[src/include/hbfm_regs.vh]
`ifndef HBFM_REGS_VH
`define HBFM_REGS_VH

// ==========================================
// timing
`define HBFM_CLK_MHZ      10
`define HBFM_SRR_HOLD_US  100
`define HBFM_OC_DELAY_US  10
`define HBFM_UL_DELAY_US  100

// ==========================================
// geometry
`define HBFM_CHANNELS     10
`define HBFM_GROUP_CH     5
`define HBFM_FRAME_BITS   16

// ==========================================
// command word fields
`define HBFM_CMD_SRR      0
`define HBFM_CMD_EN_LSB   1
`define HBFM_CMD_CFG_LSB  6
`define HBFM_CMD_ULSD     11
`define HBFM_CMD_OVERVOLTAGE_LOCKOUT_ENABLE     12
`define HBFM_CMD_GSEL     13
`define HBFM_CMD_RESET    16'h0000

// ==========================================
// status word fields
`define HBFM_ST_TSD       15
`define HBFM_ST_TW        14
`define HBFM_ST_OC        13
`define HBFM_ST_UL        12
`define HBFM_ST_PSF       11
`define HBFM_ST_CODE_LSB  1
`define HBFM_ST_GSEL      0
`define HBFM_ST_RESET     16'h0000

// ==========================================
// channel fault codes
`define HBFM_CODE_NONE    2'h0
`define HBFM_CODE_OC      2'h1
`define HBFM_CODE_UL      2'h2

`endif

[src/verilog/hbfm_sync.v]
`timescale 1ns/10ps
`default_nettype none

module hbfm_sync #(
	parameter W = 1
) (
	input  wire         clock,
	input  wire         rstn,
	input  wire [W-1:0] d,
	output wire [W-1:0] q
);

	reg [W-1:0] meta_q;
	reg [W-1:0] sync_q;

	always @(posedge clock or negedge rstn) begin
		if (!rstn) begin
			meta_q <= {W{1'b0}};
			sync_q <= {W{1'b0}};
		end else begin
			meta_q <= d;
			sync_q <= meta_q;
		end
	end

	assign q = sync_q;

endmodule

`default_nettype wire

[src/verilog/hbfm_fault_mgr.v]
`timescale 1ns/10ps
`default_nettype none
`include "hbfm_regs.vh"

// Contract
// - clear request clears latched status and re-enables faulted outputs in selected group.
// - clear acts at chip select rise and starts a holdoff; host waits it out.
// - fault still present after clear shuts the outputs down again.
// - enable pin toggle or logic power-on reset clears status.
// - shifted status frozen during frame; refreshed after frame end without clear.
// - driver supply undervoltage turns outputs off, sets supply flag, auto-recovers.
// - during driver undervoltage serial link works and commands are kept and accepted.
// - logic supply undervoltage turns outputs off and clears command and status.
// - overvoltage always sets supply flag; outputs off only with lockout enable.
// - commands accepted during overvoltage lockout, applied on recovery.
// - persistent overcurrent past filter latches channel off, global flag, code 01.
// - overcurrent code has priority over every other channel fault.
// - underload uses one shared delay timer; later channels wait its remainder.
// - expired underload latches flag and code 10; shuts off only when enabled.
// - thermal warning follows sensor automatically and never touches outputs.
// - overtemperature latches channel off, sets warning and shutdown; clear once cooled.
// - shutdown flag appears on serial output at chip select fall.
// - output settings may change during lockout; new or old state resumes.
// - underload then overcurrent reports 10 then 01; overcurrent set drops the underload latch, so code 00 after clear.
// - first output bit is shutdown flag ORed with serial input, then status.
module hbfm_fault_mgr #(
	parameter [15:0] SRR_HOLD_CYC = `HBFM_SRR_HOLD_US * `HBFM_CLK_MHZ,
	parameter [15:0] OC_DELAY_CYC = `HBFM_OC_DELAY_US * `HBFM_CLK_MHZ,
	parameter [15:0] UL_DELAY_CYC = `HBFM_UL_DELAY_US * `HBFM_CLK_MHZ
) (
	input  wire       clock,
	input  wire       rstn,
	input  wire       chip_select_low,
	input  wire       serial_clk,
	input  wire       serial_in,
	output wire       serial_out,
	output wire       serial_out_oe,
	input  wire       enable_pin,
	input  wire       logic_supply_under,
	input  wire [1:0] supply_under,
	input  wire [1:0] supply_over,
	input  wire [9:0] oc_detect,
	input  wire [9:0] ul_detect,
	input  wire [9:0] tw_detect,
	input  wire [9:0] tsd_detect,
	output wire [9:0] hs_on,
	output wire [9:0] ls_on,
	output wire       supply_fail_flag,
	output wire       underload_flag,
	output wire       overcurrent_flag,
	output wire       thermal_warning_flag,
	output wire       tsd_flag
);

	localparam NCH  = `HBFM_CHANNELS;
	localparam GCH  = `HBFM_GROUP_CH;
	localparam SYNW = 49;

	// ==========================================
	// channel fault code encoding, overcurrent first
	function [1:0] fault_code;
		input oc;
		input ul;
		begin
			if (oc)
				fault_code = `HBFM_CODE_OC;
			else if (ul)
				fault_code = `HBFM_CODE_UL;
			else
				fault_code = `HBFM_CODE_NONE;
		end
	endfunction

	// ==========================================
	// input synchronisers
	wire [SYNW-1:0] raw_in;
	wire [SYNW-1:0] syn;

	assign raw_in = {~chip_select_low, serial_clk, serial_in, enable_pin, logic_supply_under,
			 supply_under, supply_over, oc_detect, ul_detect, tw_detect, tsd_detect};

	hbfm_sync #(
		.W (SYNW)
	) u_sync (
		.clock (clock),
		.rstn  (rstn),
		.d     (raw_in),
		.q     (syn)
	);

	wire       csn_s  = ~syn[48]; // synced inverted so reset reads as deselected
	wire       sck_s  = syn[47];
	wire       si_s   = syn[46];
	wire       en_s   = syn[45];
	wire       vcc_uv = syn[44];
	wire [1:0] uv_s   = syn[43:42];
	wire [1:0] ov_s   = syn[41:40];
	wire [9:0] oc_s   = syn[39:30];
	wire [9:0] ul_s   = syn[29:20];
	wire [9:0] tw_s   = syn[19:10];
	wire [9:0] tsd_s  = syn[9:0];

	reg csn_d1_q;
	reg sck_d1_q;
	reg en_d1_q;

	wire frame_start = csn_d1_q & ~csn_s;
	wire frame_end   = ~csn_d1_q & csn_s;
	wire sck_rise    = sck_s & ~sck_d1_q;
	wire en_toggle   = en_s ^ en_d1_q;
	wire clr_all     = vcc_uv | en_toggle;

	// ==========================================
	// registers
	reg  [15:0] rx_q;
	reg  [15:0] tx_q;
	reg  [15:0] snap_q;
	reg  [4:0]  bits_q;
	reg         first_q;
	reg         freeze_q;
	reg         so_q;
	reg         so_oe_q;
	reg  [9:0]  en_q;
	reg  [9:0]  cfg_q;
	reg         gsel_q;
	reg         overvoltage_lockout_enable_q;
	reg         ulsd_q;
	reg  [15:0] hold_q;
	reg         srr_go_q;
	reg         srr_grp_q;
	reg  [15:0] oc_cnt_q [0:NCH-1];
	reg  [15:0] ul_cnt_q;
	reg  [9:0]  oc_lat_q;
	reg  [9:0]  ul_lat_q;
	reg  [9:0]  tsd_lat_q;
	reg  [9:0]  hs_q;
	reg  [9:0]  ls_q;
	reg         psf_q;
	reg         ulf_q;
	reg         ocf_q;
	reg         twf_q;
	reg         tsdf_q;
	reg  [15:0] live_d;
	reg  [9:0]  oc_set_d;
	integer     i;
	integer     j;
	integer     k;
	integer     m;

	wire        frame_ok = (bits_q >= `HBFM_FRAME_BITS);
	wire [4:0]  base     = rx_q[`HBFM_CMD_GSEL] ? 5'h5 : 5'h0;

	// ==========================================
	// edge history
	always @(posedge clock or negedge rstn) begin
		if (!rstn) begin
			csn_d1_q <= 1'b1;
			sck_d1_q <= 1'b0;
			en_d1_q  <= 1'b0;
		end else begin
			csn_d1_q <= csn_s;
			sck_d1_q <= sck_s;
			en_d1_q  <= en_s;
		end
	end

	// ==========================================
	// live status of the selected group
	always @* begin
		live_d                 = `HBFM_ST_RESET;
		live_d[`HBFM_ST_TSD]   = tsdf_q;
		live_d[`HBFM_ST_TW]    = twf_q;
		live_d[`HBFM_ST_OC]    = ocf_q;
		live_d[`HBFM_ST_UL]    = ulf_q;
		live_d[`HBFM_ST_PSF]   = psf_q;
		live_d[`HBFM_ST_GSEL]  = gsel_q;
		for (i = 0; i < GCH; i = i + 1) begin
			live_d[`HBFM_ST_CODE_LSB + 2*i +: 2] =
				fault_code(oc_lat_q[(gsel_q ? GCH : 0) + i], ul_lat_q[(gsel_q ? GCH : 0) + i]);
		end
	end

	// ==========================================
	// serial link and command register
	always @(posedge clock or negedge rstn) begin
		if (!rstn) begin
			rx_q      <= `HBFM_CMD_RESET;
			tx_q      <= `HBFM_ST_RESET;
			snap_q    <= `HBFM_ST_RESET;
			bits_q    <= 5'h0;
			first_q   <= 1'b0;
			freeze_q  <= 1'b0;
			so_q      <= 1'b0;
			so_oe_q   <= 1'b0;
			en_q      <= 10'h000;
			cfg_q     <= 10'h000;
			gsel_q    <= 1'b0;
			overvoltage_lockout_enable_q    <= 1'b0;
			ulsd_q    <= 1'b0;
			hold_q    <= 16'h0000;
			srr_go_q  <= 1'b0;
			srr_grp_q <= 1'b0;
		end else if (vcc_uv) begin
			rx_q      <= `HBFM_CMD_RESET;
			tx_q      <= `HBFM_ST_RESET;
			snap_q    <= `HBFM_ST_RESET;
			bits_q    <= 5'h0;
			first_q   <= 1'b0;
			freeze_q  <= 1'b0;
			so_q      <= 1'b0;
			so_oe_q   <= 1'b0;
			en_q      <= 10'h000;
			cfg_q     <= 10'h000;
			gsel_q    <= 1'b0;
			overvoltage_lockout_enable_q    <= 1'b0;
			ulsd_q    <= 1'b0;
			hold_q    <= 16'h0000;
			srr_go_q  <= 1'b0;
			srr_grp_q <= 1'b0;
		end else begin
			srr_go_q <= 1'b0;
			if (hold_q != 16'h0000)
				hold_q <= hold_q - 16'h0001;
			if (csn_s && !freeze_q && !frame_end)
				snap_q <= live_d;
			if (frame_start) begin
				tx_q    <= snap_q;
				bits_q  <= 5'h0;
				first_q <= 1'b1;
				so_oe_q <= 1'b1;
				so_q    <= tsdf_q | si_s;
			end else if (!csn_s) begin
				if (sck_rise) begin
					rx_q    <= {rx_q[14:0], si_s};
					tx_q    <= {tx_q[14:0], 1'b0};
					so_q    <= tx_q[15];
					first_q <= 1'b0;
					if (bits_q != 5'h1F)
						bits_q <= bits_q + 5'h01;
				end else if (first_q) begin
					so_q <= tsdf_q | si_s;
				end
			end else if (frame_end) begin
				so_oe_q <= 1'b0;
				so_q    <= 1'b0;
				first_q <= 1'b0;
				if (frame_ok) begin
					// commands land even during supply lockout
					gsel_q   <= rx_q[`HBFM_CMD_GSEL];
					overvoltage_lockout_enable_q   <= rx_q[`HBFM_CMD_OVERVOLTAGE_LOCKOUT_ENABLE];
					ulsd_q   <= rx_q[`HBFM_CMD_ULSD];
					freeze_q <= rx_q[`HBFM_CMD_SRR];
					for (j = 0; j < GCH; j = j + 1) begin
						en_q[base + j]  <= rx_q[`HBFM_CMD_EN_LSB + j];
						cfg_q[base + j] <= rx_q[`HBFM_CMD_CFG_LSB + j];
					end
					if (rx_q[`HBFM_CMD_SRR] && hold_q == 16'h0000) begin
						srr_go_q  <= 1'b1;
						srr_grp_q <= rx_q[`HBFM_CMD_GSEL];
						hold_q    <= SRR_HOLD_CYC;
					end
				end
			end
		end
	end

	// ==========================================
	// protection latches and filters
	wire [9:0] grp_mask = srr_grp_q ? 10'h3E0 : 10'h01F;
	wire [9:0] clr_ch   = {NCH{clr_all}} | ({NCH{srr_go_q}} & grp_mask);
	wire [9:0] ul_pend  = ul_s & ~ul_lat_q & ~oc_lat_q;
	wire       ul_exp   = (ul_cnt_q == UL_DELAY_CYC);
	wire [9:0] ul_set   = ul_pend & {NCH{ul_exp}};

	always @* begin
		for (k = 0; k < NCH; k = k + 1)
			oc_set_d[k] = oc_s[k] && !oc_lat_q[k] && (oc_cnt_q[k] == OC_DELAY_CYC - 16'h0001);
	end

	always @(posedge clock or negedge rstn) begin
		if (!rstn) begin
			for (m = 0; m < NCH; m = m + 1)
				oc_cnt_q[m] <= 16'h0000;
			ul_cnt_q  <= 16'h0000;
			oc_lat_q  <= 10'h000;
			ul_lat_q  <= 10'h000;
			tsd_lat_q <= 10'h000;
		end else begin
			for (m = 0; m < NCH; m = m + 1) begin
				if (oc_lat_q[m] || !oc_s[m] || clr_ch[m])
					oc_cnt_q[m] <= 16'h0000;
				else if (!oc_set_d[m])
					oc_cnt_q[m] <= oc_cnt_q[m] + 16'h0001;
			end
			if (ul_pend == 10'h000)
				ul_cnt_q <= 16'h0000;
			else if (!ul_exp)
				ul_cnt_q <= ul_cnt_q + 16'h0001;
			// a set in the clearing cycle wins
			oc_lat_q  <= oc_set_d | (oc_lat_q & ~clr_ch);
			ul_lat_q  <= (ul_set | (ul_lat_q & ~clr_ch)) & ~oc_set_d;
			tsd_lat_q <= tsd_s | (tsd_lat_q & ~(clr_ch & ~tsd_s));
		end
	end

	// ==========================================
	// drivers and global flags
	wire       uv_lock = |uv_s;
	wire       ov_any  = |ov_s;
	wire       lockout = uv_lock | (ov_any & overvoltage_lockout_enable_q) | ~en_s | vcc_uv;
	wire [9:0] kill    = oc_lat_q | tsd_lat_q | (ul_lat_q & {NCH{ulsd_q}});

	always @(posedge clock or negedge rstn) begin
		if (!rstn) begin
			hs_q   <= 10'h000;
			ls_q   <= 10'h000;
			psf_q  <= 1'b0;
			ulf_q  <= 1'b0;
			ocf_q  <= 1'b0;
			twf_q  <= 1'b0;
			tsdf_q <= 1'b0;
		end else begin
			hs_q   <= en_q & cfg_q & ~kill & {NCH{~lockout}};
			ls_q   <= en_q & ~cfg_q & ~kill & {NCH{~lockout}};
			psf_q  <= uv_lock | ov_any;
			ulf_q  <= |ul_lat_q;
			ocf_q  <= |oc_lat_q;
			twf_q  <= |(tw_s | tsd_lat_q);
			tsdf_q <= |tsd_lat_q;
		end
	end

	assign serial_out           = so_q;
	assign serial_out_oe        = so_oe_q;
	assign hs_on                = hs_q;
	assign ls_on                = ls_q;
	assign supply_fail_flag     = psf_q;
	assign underload_flag       = ulf_q;
	assign overcurrent_flag     = ocf_q;
	assign thermal_warning_flag = twf_q;
	assign tsd_flag             = tsdf_q;

endmodule

`default_nettype wire

[config.mk]
export PLATFORM = sky130hd
export DESIGN_NAME = hbfm_fault_mgr
export DESIGN_NICKNAME = d
export VERILOG_FILES = /design/src/verilog/hbfm_sync.v /design/src/verilog/hbfm_fault_mgr.v
export VERILOG_INCLUDE_DIRS = /design/src /design/src/include
export SDC_FILE = /design/constraint.sdc
export NUM_CORES = 1
export LEC_CHECK = 0
export BUFFER_PORTS_ARGS = -buffer_cell sky130_fd_sc_hd__buf_2
export CAP_MARGIN = 0
export CORE_ASPECT_RATIO = 2
export CORE_MARGIN = 2
export CORE_UTILIZATION = 40
export CTS_CLUSTER_DIAMETER = 50
export DETAILED_ROUTE_END_ITERATION = 8
export PLACE_DENSITY = 0.55
export RECOVER_POWER = 25
export SKIP_CTS_REPAIR_TIMING = 1
export SYNTH_ARGS = -nofsm -noshare
export SYNTH_HDL_FRONTEND = slang
export SYNTH_SLANG_ARGS = --single-unit
[constraint.sdc]
create_clock -name clock -period 6.55 [get_ports clock]
set_clock_uncertainty 0.1 [all_clocks]
set_input_delay 0 -clock clock [delete_from_list [all_inputs] [get_ports clock]]
set_output_delay 0 -clock clock [all_outputs]
set_load 0.02 [all_outputs]
==> summary.md, run 1 <==
| Metric | Value |
|---|---|
| Outcome | `finished with violations` |
| Violated checks | `negative hold slack` |
| Max Cap Violations | `0` |
| GR Overflow Total | `0` |
| Antenna violations before repair | `0` |
| Worst VDD drop | `between 0.15 and 0.2 mV` |
| Die Ht | `between 300 and 400 um` |
| Detailed Route WL | `roughly 44000 um` |
| Fin. Hold Viols | `10` |
| Psw | `0.00151 W` |
| Top cell type's share of synthesized area | `0.580` |
| Area delta synth->final | `17.5%` |
| Pint | `about 0.0045 W` |
| Mapped Avg Cell Area | `between 10 and 15 sq um` |
| Most common cell after layout, fill and taps aside | `dfrtp_1` |
| Pleak | `between 9 and 10 nW` |
| Root cell of the clock tree | `clkbuf_16` |
| Post-Synthesis Cell Area | `~0.018 sq mm` |
| Sw Ratio | `0.252` |
| R2r worst-path depth | `6` |
| CTS sink count | `428` |
| Synth area leaders | `dfrtp_1 58%, nor2_1 3.8%, xor2_1 2.9%, nand2_1 2.7%, nand3_1 2.7%` |
| Yosys warning count | `0` |
| Layout cells sized above 1 | `0.0868` |
| PD cells | `between 200 and 300 mW/mm^2` |
| Post-synth ARST share | `1.00` |
| Worst-path maximum fanout | `14` |
| Gr usage total | `0.185` |
| Slew Limit Fails | `0` |
| Diode count | `0` |
| Number of buffers added on ports | `between 70 and 80` |
| Skew-Pair Late Insertion Delay | `between 0.5 and 0.6 ns` |
| Period minus WS final | `2.74 ns` |
| Largest net degree at the start of global routing | `170` |
| Antenna-violating nets left | `0` |
| Max Clk Rate | `about 0.36 GHz` |
| Final HPWL DP | `30100 um` |
| Most used flip-flop cell after synthesis | `dfrtp_1` |
| Netlist cell types | `66` |
| Crit path required time | `~7 ns` |
| CTS tree | `done` |
| Most frequent cells in the layout | `426 x dfrtp_1, 185 x nor2_1, 134 x nand2_1, 98 x nand3_1, 92 x a21oi_1` |
| Initial Util | `0.403` |
| Seq pwr share | `0.467` |
| Register area share after synthesis | `0.581` |
| Hold Path Class | `in2async` |
| Post-Syn Instances | `approximately 1700` |
| CTS clock-pin slew for the worst setup and hold paths | `roughly 0.070 ns` |
| Slew @ Worst Pin | `between 1 and 1.5 ns` |
| CTS buffer count | `between 40 and 50` |
| Flops & latches, synth | `428` |
| Via count | `around 13000` |
| Post-route clock period utilization | `0.418` |
| Die extent in x | `roughly 160 um` |
| Vias in the first global route | `13600` |
| Critical Path Start | `hold_q[0]` |
| Worst setup endpoint | `hold_q[1]` |
| DR DRC count | `0` |
| Leading area contributor after synthesis | `dfrtp_1` |
| Syn_nets | `approximately 1800` |
| Total core area | `~0.046 sq mm` |
| Startpoint Class | `register` |
| Wire length of the first global-routing pass | `between 70000 and 80000 um` |
| Routed len/inst | `~17 um` |
| Initial DRC count | `701` |
| Reg2Reg Capture Point | `hold_q[1]` |
| Non-filler cells, final | `approximately 2500` |
| Final net count | `1963` |
| Clock power frac | `0.428` |
| CTS max path bufs | `3` |
| Rows | `between 100 and 150` |
| Max_slew headroom | `0.165` |
| Die ar. | `between 0.04 and 0.05 sq mm` |
| R2r setup slk | `between 3 and 4 ns` |
| Top Ports | `slightly below 80` |
| RSZ-0062 raised after global routing | `false` |
| Comb pwr share | `0.105` |
| H-tree depth | `2` |
| Final Setup Violations | `0` |
| Reg-to-Reg Start | `hold_q[0]` |
| First-pass detailed-route iteration total | `5` |
| Vias/cell | `5.42` |
| Final Wtd Congestion | `around 0.8` |
| Crit end category | `register` |
| # fillers | `roughly 4200` |
| Setup_tns | `0 ns` |
| Post-synth EDFFs | `0` |
| Placed cell count | `2333` |
| Critical setup path kind | `reg2reg` |
| Hold WS | `-0.0273 ns` |
| Signal arrival time at the worst endpoint | `3.04 ns` |
-- power by group through the flow --
stage | clock network [W] | registers [W] | logic (W)
after floorplan | 0 | 0.00283 | 0.000439
after global placement | 0 | 0.00285 | 0.000584
after detailed placement | 0 | 0.00285 | 0.000598
after CTS | 0.00266 | 0.00280 | 0.000600
after global routing | 0.00274 | 0.00281 | 0.000713
final | 0.00257 | 0.00280 | 0.000629
-- cell type report --
class / count / area [sq um] / area share
clock buffers: 56 / 1230 / 0.0567
flip-flops and latches: 428 / 10700 / 0.495
inverters: 55 / 206 / 0.00953
multi-input cells: 1197 / 7280 / 0.336
well taps: 565 / 707 / 0.0326
clock inverters: 20 / 251 / 0.0116
repair buffers: 169 / 1270 / 0.0586
-- cell usage after synthesis, types with 4 or more instances --
cell type	n
dfrtp_1	427
nor2_1	185
nand2_1	134
nand3_1	98
a21oi_1	92
o21ai_0	69
xor2_1	60
inv_1	54
nand4_1	53
xnor2_1	51
nor4_1	47
or3_1	46
nor3_1	42
o31ai_1	30
clkbuf_1	28
mux2i_1	25
nor3b_1	23
a21o_1	20
a22o_1	20
ha_1	19
and4_1	18
nand2b_1	18
nor2b_1	17
or4_1	17
buf_2	15
and3_1	14
and2_1	12
a22oi_1	11
buf_1	7
nor4b_1	7
a31o_2	4
nand4bb_1	4
o21ai_1	4
o32ai_1	4
-- worst max-delay path, stage by stage, from the launching register on --
cell     delay (ns)
dfrtp_1        0.44
inv_1          0.11
ha_1           0.15
nor3b_1        0.27
nand4_1        0.55
o21ai_1        0.84
nor2b_1        0.12
-- flip-flops by register name (all words and copies together), names as in the netlist, 14 cells and up --
| name | flops |
|---|---|
| u_sync.meta_q | 49 |
| u_sync.q | 49 |
| ul_cnt_q | 16 |
| snap_q | 16 |
| rx_q | 14 |
| oc_cnt_q | 160 |
| tx_q | 16 |
| hold_q | 16 |
-- worst min path at each step --
stage | from | to | slack, ns
6_report | rstn | oc_cnt_q[157] | -0.03
5_1_grt | oc_detect[1] | u_sync.meta_q[31] | -0.02
4_1_cts | rstn | oc_cnt_q[157] | -0.59
3_5_place_dp | rstn | oc_cnt_q[157] | 0.008
3_3_place_gp | rstn | u_sync.meta_q[30] | 0.003
2_1_floorplan | rstn | bits_q[0] | -0.40
-- per-layer routing --
metal / vias to the layer above / wire length [um] / global-route usage
met2: 205 / 23600 / 0.341
li1: 6489 / - / -
met1: 6720 / 17400 / 0.217
met4: 0 / 1430 / 0.0698
met3: 82 / 1120 / 0.0224
met5: - / 0 / 0
-- kinds of logic after synthesis --
group           count (synthesis)  share of synthesized area
mux                            28                     0.0154
compound gates                273                     0.0915
buf+inv                       108                     0.0239
simple gates                  766                      0.222
xor+xnor                      111                     0.0528
flops                         428                      0.581
fa+ha+maj                      19                     0.0129
-- metrics by stage --
stage	setup slack, ns	utilization	hold WS [ns]	power (W)	area [sq um]
3_5_place_dp	3.84	0.425	0.00776	0.00345	19400
4_1_cts	3.83	0.457	-0.586	0.00606	20900
5_1_grt	3.49	0.474	-0.0181	0.00627	21700
6_report	3.81	0.474	-0.0273	0.00600	21700
2_1_floorplan	4.45	-	-0.396	0.00327	18400
3_3_place_gp	3.90	0.425	0.00318	0.00343	19400
Note: power is estimated with default switching activity, not from simulation.
==> run 2, diff against run 1 <==
- ABC_AREA: unset -> 1
- PLACE_DENSITY: 0.55 -> 0.57
- clock period: 6.55 -> 2.3 ns (I/O delays scaled with it)
==> run 2 against run 1 <==
Critical path depth rose by 1; the flow still finishes with violations (negative hold slack); largest power group unchanged; register-to-register slack got worse by 3.6 ns; highest routed layer unchanged; area after synthesis grew 2.9%; hold slack improved by 0.011 ns; via count increased by 12%; synthesized cell count increased by 24%; first-iteration DRC count grew 22%; utilization rose by 0.90 points.
==> summary.md, run 2 <==
| Metric | Value |
|---|---|
| Outcome | `finished with violations (unchanged)` |
| Violated checks | `negative hold slack (unchanged)` |
| CTS sink count | `428 (unchanged)` |
| H-tree depth | `2 (unchanged)` |
| Top cell type's share of synthesized area | `0.564 (was 0.580)` |
| Netlist cell types | `53 (was 66)` |
| Slew @ Worst Pin | `1.05 ns (was 1.25 ns)` |
| Crit end category | `register (unchanged)` |
| Most used flip-flop cell after synthesis | `dfrtp_1 (unchanged)` |
| Total core area | `0.0467 sq mm (was 0.0457 sq mm)` |
| Pleak | `10.3 nW (was 9.07 nW)` |
| Final Setup Violations | `0 (unchanged)` |
| R2r worst-path depth | `7 (was 6)` |
| R2r setup slk | `0.16 ns (was 3.81 ns)` |
| Final Cell Area | `0.0225 sq mm (was 0.0217 sq mm)` |
| Post-synth ARST share | `1.00 (unchanged)` |
| Signal arrival time at the worst endpoint | `2.52 ns (was 3.04 ns)` |
| Most common cell after layout, fill and taps aside | `dfrtp_1 (unchanged)` |
| Count leader, synth | `dfrtp_1 (unchanged)` |
| Wire length of the first global-routing pass | `76600 um (was 71400 um)` |
| Post-synth top cells | `427 x dfrtp_1, 348 x nand2_1, 299 x inv_1, 296 x nor2_1, 164 x nand3_1 (was 427 x dfrtp_1, 185 x nor2_1, 134 x nand2_1, 98 x nand3_1, 92 x a21oi_1)` |
| Startpoint Class | `register (unchanged)` |
| Post-synth EDFFs | `0 (unchanged)` |
| Die Ht | `312 um (was 308 um)` |
| Diode count | `0 (unchanged)` |
| # fillers | `4459 (was 4196)` |
| Max Cap Violations | `0 (unchanged)` |
| Max Clk Rate | `0.468 GHz (was 0.365 GHz)` |
| CTS max path bufs | `3 (unchanged)` |
| Flops & latches, synth | `428 (unchanged)` |
| Max reg flops | `160 (unchanged)` |
| WP buf/inv | `1 (unchanged)` |
| Crit-path most repeated cell | `nor2_1` |
| CTS clock-pin slew for the worst setup and hold paths | `0.07 ns (about the same)` |
| CTS buffer count | `42 (unchanged)` |
| Synth area leaders | `dfrtp_1 56%, nand2_1 6.9%, inv_1 5.9%, nor2_1 5.9%, nand3_1 4.3% (was dfrtp_1 58%, nor2_1 3.8%, xor2_1 2.9%, nand2_1 2.7%, nand3_1 2.7%)` |
| CP delay by family, top | `simple AND/OR/NAND/NOR gates (unchanged)` |
| Vias/cell | `4.99 (was 5.42)` |
| Worst VDD drop | `0.467 mV (was 0.199 mV)` |
| Reg-to-Reg Start | `csn_d1_q (was hold_q[0])` |
| Post-Synthesis Cell Area | `0.0189 sq mm (was 0.0184 sq mm)` |
| GR Overflow Total | `0 (unchanged)` |
| Hold Path Class | `in2reg (was in2async)` |
| Reg2Reg Capture Point | `cfg_q[4] (was hold_q[1])` |
| CTS tree | `done (unchanged)` |
| Leading area contributor after synthesis | `dfrtp_1 (unchanged)` |
| Setup_tns | `0 ns (unchanged)` |
| Final HPWL DP | `34200 um (was 30100 um)` |
| Critical Path Start | `csn_d1_q (was hold_q[0])` |
| Biggest register | `oc_cnt_q (unchanged)` |
| Syn_nets | `2224 (was 1803)` |
| CP peak stage delay | `0.54 ns (was 0.84 ns)` |
| Most frequent cells in the layout | `427 x dfrtp_1, 348 x nand2_1, 299 x inv_1, 296 x nor2_1, 164 x nand3_1 (was 426 x dfrtp_1, 185 x nor2_1, 134 x nand2_1, 98 x nand3_1, 92 x a21oi_1)` |
| CP cell instances | `ha_1 > inv_1 > nand3_1 > nor2_2 > nor2_1 > nor2_1 > o21ai_0 (was inv_1 > ha_1 > nor3b_1 > nand4_1 > o21ai_1 > nor2b_1)` |
| Skew-Pair Late Insertion Delay | `0.56 ns (about the same)` |
| Largest net degree at the start of global routing | `73 (was 170)` |
| Rows | `112 (was 111)` |
| Post-Syn Instances | `2154 (was 1733)` |
| Final net count | `2438 (was 1963)` |
| Fin. Hold Viols | `3 (was 10)` |
| Max_slew headroom | `0.297 (was 0.165)` |
| Hold path startpoint | `oc_detect[5]` |
| Top Ports | `78 (unchanged)` |
| Via count | `15100 (was 13500)` |
| Register area share after synthesis | `0.565 (was 0.581)` |
| Root cell of the clock tree | `clkbuf_16 (unchanged)` |
| Worst-path maximum fanout | `11 (was 14)` |
| CP max stage cell | `dfstp_2 (was o21ai_1)` |
| PD cells | `697 mW/mm^2 (was 277 mW/mm^2)` |
| Area delta synth->final | `18.9% (was 17.5%)` |
| RSZ-0062 raised after global routing | `false (unchanged)` |
| Die extent in x | `158 um (was 156 um)` |
| Antenna-violating nets left | `0 (unchanged)` |
| Vias in the first global route | `15600 (was 13600)` |
| Initial Util | `0.406 (was 0.403)` |
| Layout cells sized above 1 | `0.0817 (was 0.0868)` |
| WHS Endpoint | `u_sync.meta_q[35]` |
| Routed len/inst | `15.5 um (was 17.5 um)` |
| Gr usage total | `0.194 (was 0.185)` |
| DR DRC count | `0 (unchanged)` |
| Crit path required time | `2.68 ns (was 6.85 ns)` |
| Critical setup path kind | `reg2reg (unchanged)` |
| Number of buffers added on ports | `77 (unchanged)` |
| Antenna violations before repair | `0 (unchanged)` |
| Initial DRC count | `853 (was 701)` |
| Post-route clock period utilization | `0.930 (was 0.418)` |
| Slew Limit Fails | `0 (unchanged)` |
| Die ar. | `0.0492 sq mm (was 0.0479 sq mm)` |
| Period minus WS final | `2.14 ns (was 2.74 ns)` |
| Yosys warning count | `0 (unchanged)` |
| Mapped Avg Cell Area | `8.80 sq um (was 10.6 sq um)` |
| DP Area | `0.0203 sq mm (was 0.0194 sq mm)` |
| Detailed Route WL | `46900 um (was 43500 um)` |
| Final Wtd Congestion | `0.883 (was 0.822)` |
| First-pass detailed-route iteration total | `5 (unchanged)` |
| Hold WS | `-0.0165 ns (was -0.0273 ns)` |
| WHS Path Cells | `2` |
## run 2: cell count changes after synthesis, moves of 22 or more
cell	previous run	this run
xnor2_1	51	3
nor3_1	42	79
o31ai_1	30	1
nand2_1	134	348
or3_1	46	1
nand3_1	98	164
mux2i_1	25	0
a21oi_1	92	70
o22ai_1	1	41
o21ai_0	69	128
nor2_1	185	296
nor4_1	47	13
inv_1	54	299
## run 2: how the worst max path moves through the flow
stage	depth (start not counted)	endpoint	slack, ns
global route	7	cfg_q[0]	0.006
finish	7	cfg_q[4]	0.16
global placement	7	cfg_q[0]	0.26
CTS	7	cfg_q[4]	0.17
detailed placement	7	cfg_q[4]	0.19
floorplan	7	tx_q[10]	0.59
## run 2: logic make-up after synthesis
group                    Yosys count  share of synthesized area
XOR/XNOR                          58                     0.0268
flip-flops                       428                      0.565
adder cells (fa/ha/maj)           19                     0.0125
buffers and inverters            342                     0.0697
AO/OA/AOI/OAI                    287                     0.0845
AND/OR/NAND/NOR                 1020                      0.241
## run 2: report_power, final
part / total, W / switching [W] / leakage (nW) / internal (W)
clock network: 0.00697 / 0.00308 / 0.684 / 0.00389
logic: 0.000871 / 0.000552 / 3.93 / 0.000318
registers: 0.00786 / 0.000141 / 5.67 / 0.00772
## run 2: layout make-up
class | count | area, sq um | area share
Sequential cell | 428 | 10700 | 0.475
Multi-Input combinational cell | 1384 | 6920 | 0.307
Timing Repair Buffer | 200 | 1560 | 0.0690
Clock buffer | 56 | 1210 | 0.0539
Inverter | 312 | 1170 | 0.0521
Tap cell | 627 | 785 | 0.0348
Clock inverter | 20 | 180 | 0.00800
## run 2: through the flow
step | util | setup slack [ns] | hold slack, ns | cells | total power (W)
after CTS | 0.465 | 0.165 | -0.708 | 2936 | 0.0158
after detailed placement | 0.435 | 0.185 | -0.0996 | 2860 | 0.00877
after global placement | 0.435 | 0.260 | -0.109 | 2860 | 0.00875
after global routing | 0.483 | 0.00634 | -0.0104 | 3027 | 0.0163
after floorplan | - | 0.591 | -0.396 | 2154 | 0.00835
final | 0.483 | 0.161 | -0.0165 | 3027 | 0.0157
## run 2: layer usage
metal	share of wire	vias up	global-route usage
met3	0.028	85	0.0213
met4	0.033	0	0.0758
met2	0.55	240	0.376
li1	-	7458	-
met1	0.38	7336	0.210
met5	0	-	0
==> run 3, diff against run 2 <==
- SYNTH_HIERARCHICAL: unset -> 1
==> run 3 against run 2 <==
The flow still finishes with violations (negative hold slack); final cell count is 0.79% lower; area after synthesis is 0.63% lower; hold slack better by 0.0030 ns; clock-buffer cell count is 7 lower; sequential power is 0.5% higher; sequential cell count stayed put; highest routed layer unchanged.
==> summary.md, run 3 <==
| Metric | Value |
|---|---|
| Routed len/inst | `15.3 um (was 15.5 um)` |
| Hold Path Class | `in2reg (unchanged)` |
| CP delay by family, top | `simple AND/OR/NAND/NOR gates (unchanged)` |
| Netlist cell types | `49 (was 53)` |
| Seq pwr share | `0.504 (was 0.500)` |
| Sw Ratio | `0.241 (about the same)` |
| Die extent in x | `157 um (was 158 um)` |
| Post-Synthesis Cell Area | `0.0188 sq mm (was 0.0189 sq mm)` |
| Crit end category | `register (unchanged)` |
| Top cell type's share of synthesized area | `0.567 (was 0.564)` |
| Post-Syn Instances | `2142 (was 2154)` |
| Post-synth ARST share | `1.00 (unchanged)` |
| CTS tree | `done (unchanged)` |
| Fin. Hold Viols | `8 (was 3)` |
| H-tree depth | `2 (unchanged)` |
| Max_slew headroom | `0.228 (was 0.297)` |
| Psw | `0.00378 W (about the same)` |
| CTS buffer count | `40 (was 42)` |
| CTS clock-pin slew for the worst setup and hold paths | `0.07 ns (about the same)` |
| Yosys warning count | `6 (was 0)` |
| Register area share after synthesis | `0.569 (was 0.565)` |
| PD cells | `704 mW/mm^2 (was 697 mW/mm^2)` |
| Initial Util | `0.405 (was 0.406)` |
| Mapped Avg Cell Area | `8.79 sq um (was 8.80 sq um)` |
| Syn_nets | `2212 (was 2224)` |
| CP peak stage delay | `0.48 ns (was 0.54 ns)` |
| CP cell instances | `inv_1 > ha_1 > nand3_2 > nor3_1 > nand4_1 > nand2_1 > nand2_1 > o21ai_0 (was ha_1 > inv_1 > nand3_1 > nor2_2 > nor2_1 > nor2_1 > o21ai_0)` |
| Critical setup path kind | `reg2reg (unchanged)` |
| GR Overflow Total | `0 (unchanged)` |
| Gr usage total | `0.192 (was 0.194)` |
| Top Ports | `78 (unchanged)` |
| Setup_tns | `0 ns (unchanged)` |
| Antenna violations before repair | `0 (unchanged)` |
| Total core area | `0.0465 sq mm (was 0.0467 sq mm)` |
| Post-synth EDFFs | `0 (unchanged)` |
| Pre-CTS setup slack | `0.196 ns (was 0.185 ns)` |
| # fillers | `4562 (was 4459)` |
| Vias/cell | `5.02 (was 4.99)` |
| Slew @ Worst Pin | `1.16 ns (was 1.05 ns)` |
| Number of buffers added on ports | `77 (unchanged)` |
| Most used flip-flop cell after synthesis | `dfrtp_1 (unchanged)` |
| Count leader, synth | `dfrtp_1 (unchanged)` |
| Period minus WS final | `2.09 ns (was 2.14 ns)` |
| Pleak | `10.2 nW (was 10.3 nW)` |
| First-pass detailed-route iteration total | `5 (unchanged)` |
| Post-synth top cells | `427 x dfrtp_1, 332 x inv_1, 310 x nand2_1, 254 x nor2_1, 152 x nand3_1 (was 427 x dfrtp_1, 348 x nand2_1, 299 x inv_1, 296 x nor2_1, 164 x nand3_1)` |
| Via count | `15100 (about the same)` |
| Diode count | `0 (unchanged)` |
| CTS sink count | `428 (unchanged)` |
| DR DRC count | `0 (unchanged)` |
| Final HPWL DP | `33600 um (was 34200 um)` |
| Biggest register | `oc_cnt_q (unchanged)` |
| Layout cells sized above 1 | `0.0766 (was 0.0817)` |
| CP max stage cell | `dfrtp_1 (was dfstp_2)` |
| Final Setup Violations | `0 (unchanged)` |
| Slew Limit Fails | `0 (unchanged)` |
| CTS max path bufs | `3 (unchanged)` |
| Wire length of the first global-routing pass | `75900 um (was 76600 um)` |
| Skew-Pair Late Insertion Delay | `0.56 ns (about the same)` |
| RSZ-0062 raised after global routing | `false (unchanged)` |
| Die Ht | `311 um (was 312 um)` |
| Outcome | `finished with violations (unchanged)` |
| Max Cap Violations | `0 (unchanged)` |
| Signal arrival time at the worst endpoint | `2.47 ns (was 2.52 ns)` |
| Most frequent cells in the layout | `427 x dfrtp_1, 333 x inv_1, 309 x nand2_1, 254 x nor2_1, 152 x nand3_1 (was 427 x dfrtp_1, 348 x nand2_1, 299 x inv_1, 296 x nor2_1, 164 x nand3_1)` |
| Detailed Route WL | `46000 um (was 46900 um)` |
| Vias in the first global route | `15400 (was 15600)` |
| Pint | `0.0119 W (about the same)` |
| Antenna-violating nets left | `0 (unchanged)` |
| Post-route clock period utilization | `0.907 (was 0.930)` |
| Startpoint Class | `register (unchanged)` |
| WP buf/inv | `1 (unchanged)` |
| Initial DRC count | `832 (was 853)` |
| Max reg flops | `160 (unchanged)` |
| Final Wtd Congestion | `0.878 (was 0.883)` |
| Root cell of the clock tree | `clkbuf_16 (unchanged)` |
| Setup ws final | `0.215 ns (was 0.161 ns)` |
| Rows | `112 (unchanged)` |
| Hold WS | `-0.0135 ns (was -0.0165 ns)` |
| Die ar. | `0.0489 sq mm (was 0.0492 sq mm)` |
| Violated checks | `negative hold slack (unchanged)` |
| Flops & latches, synth | `428 (unchanged)` |
| Largest net degree at the start of global routing | `73 (unchanged)` |
| Max Clk Rate | `0.480 GHz (was 0.468 GHz)` |
| Worst VDD drop | `0.453 mV (was 0.467 mV)` |
| Synth area leaders | `dfrtp_1 57%, inv_1 6.6%, nand2_1 6.2%, nor2_1 5.1%, nand3_1 4.0% (was dfrtp_1 56%, nand2_1 6.9%, inv_1 5.9%, nor2_1 5.9%, nand3_1 4.3%)` |
| Worst-path maximum fanout | `8 (was 11)` |
| Crit path required time | `2.68 ns (about the same)` |
| Crit-path most repeated cell | `nand2_1 (was nor2_1)` |
| Clock power frac | `0.440 (was 0.444)` |
| Area delta synth->final | `18.2% (was 18.9%)` |
| Leading area contributor after synthesis | `dfrtp_1 (unchanged)` |
| Comb pwr share | `0.056 (was 0.055)` |
| Most common cell after layout, fill and taps aside | `dfrtp_1 (unchanged)` |
| Final net count | `2415 (was 2438)` |
## run 3: changes by cell type after synthesis, moves of 5 or more
cell      previous run  this run
o31ai_1              1         7
buf_2               10        17
xor2_1              55        30
a21oi_1             70       136
inv_1              299       332
a211oi_1             2         7
o22ai_1             41        19
clkbuf_1            15        10
inv_2               11         6
nor3_1              79        86
nand2_1            348       310
nor2_1             296       254
nand3_1            164       152
nor4_1              13        27
## run 3: worst paths after layout
path / start / endpoint / slack (ns) / depth (start not counted)
worst max-delay path: u_sync/q[48] / srr_grp_q / 0.21 / 8
worst min-delay path: tw_detect[3] / u_sync/meta_q[13] / -0.01 / 2
worst max register to register: u_sync/q[48] / srr_grp_q / 0.21 / 8
worst min register to register: u_sync/meta_q[5] / u_sync/q[5] / 0.25 / 0
max in group asynchronous: rstn / oc_cnt_q[106] / 0.43 / 4
min in group asynchronous: rstn / oc_cnt_q[25] / 0.64 / 3
## run 3: metrics by stage
stage | utilization | hold slack (ns) | total power (W) | area [sq um] | instances
2_1_floorplan | - | -0.396 | 0.00843 | 18800 | 2142
3_3_place_gp | 0.434 | -0.0768 | 0.00883 | 20200 | 2854
3_5_place_dp | 0.434 | -0.0760 | 0.00886 | 20200 | 2854
4_1_cts | 0.463 | -0.673 | 0.0158 | 21600 | 2927
5_1_grt | 0.478 | -0.00975 | 0.0163 | 22300 | 3003
6_report | 0.478 | -0.0135 | 0.0157 | 22300 | 3003
## run 3: layout make-up
class | count | area, sq um | share of cell area
Inverter | 340 | 1280 | 0.0574
Tap cell | 627 | 785 | 0.0352
Multi-Input combinational cell | 1343 | 6690 | 0.301
Clock buffer | 49 | 1110 | 0.0497
Timing Repair Buffer | 192 | 1440 | 0.0646
Sequential cell | 428 | 10700 | 0.481
Clock inverter | 24 | 249 | 0.0112
## run 3: kinds of logic after synthesis
family / synth area share
AND/OR/NAND/NOR: 0.226
flip-flops: 0.569
XOR/XNOR: 0.0158
buffers and inverters: 0.0760
AO/OA/AOI/OAI: 0.101
adder cells (fa/ha/maj): 0.0126
## run 3: power groups by stage
| stage | Combinational (W) | Sequential (W) | Clock, W |
|---|---|---|---|
| floorplan | 0.000432 | 0.00800 | 0 |
| global placement | 0.000789 | 0.00804 | 0 |
| detailed placement | 0.000813 | 0.00805 | 0 |
| CTS | 0.000815 | 0.00790 | 0.00710 |
| global route | 0.00102 | 0.00793 | 0.00740 |
| finish | 0.000882 | 0.00790 | 0.00689 |
## run 3: metal layers
layer / track usage / routed length (um)
met5: 0 / 0
met2: 0.357 / 24900
met1: 0.210 / 17300
met4: 0.0983 / 2350
met3: 0.0233 / 1400
## run 3: worst reg2reg max path, delay by kind of cell, from the launching register on
kind | cells | cell delay, ns
AO/OA/AOI/OAI | 1 | 0.07
flip-flops | 1 | 0.48
adder cells (fa/ha/maj) | 1 | 0.27
AND/OR/NAND/NOR | 5 | 0.91
buffers and inverters | 1 | 0.17
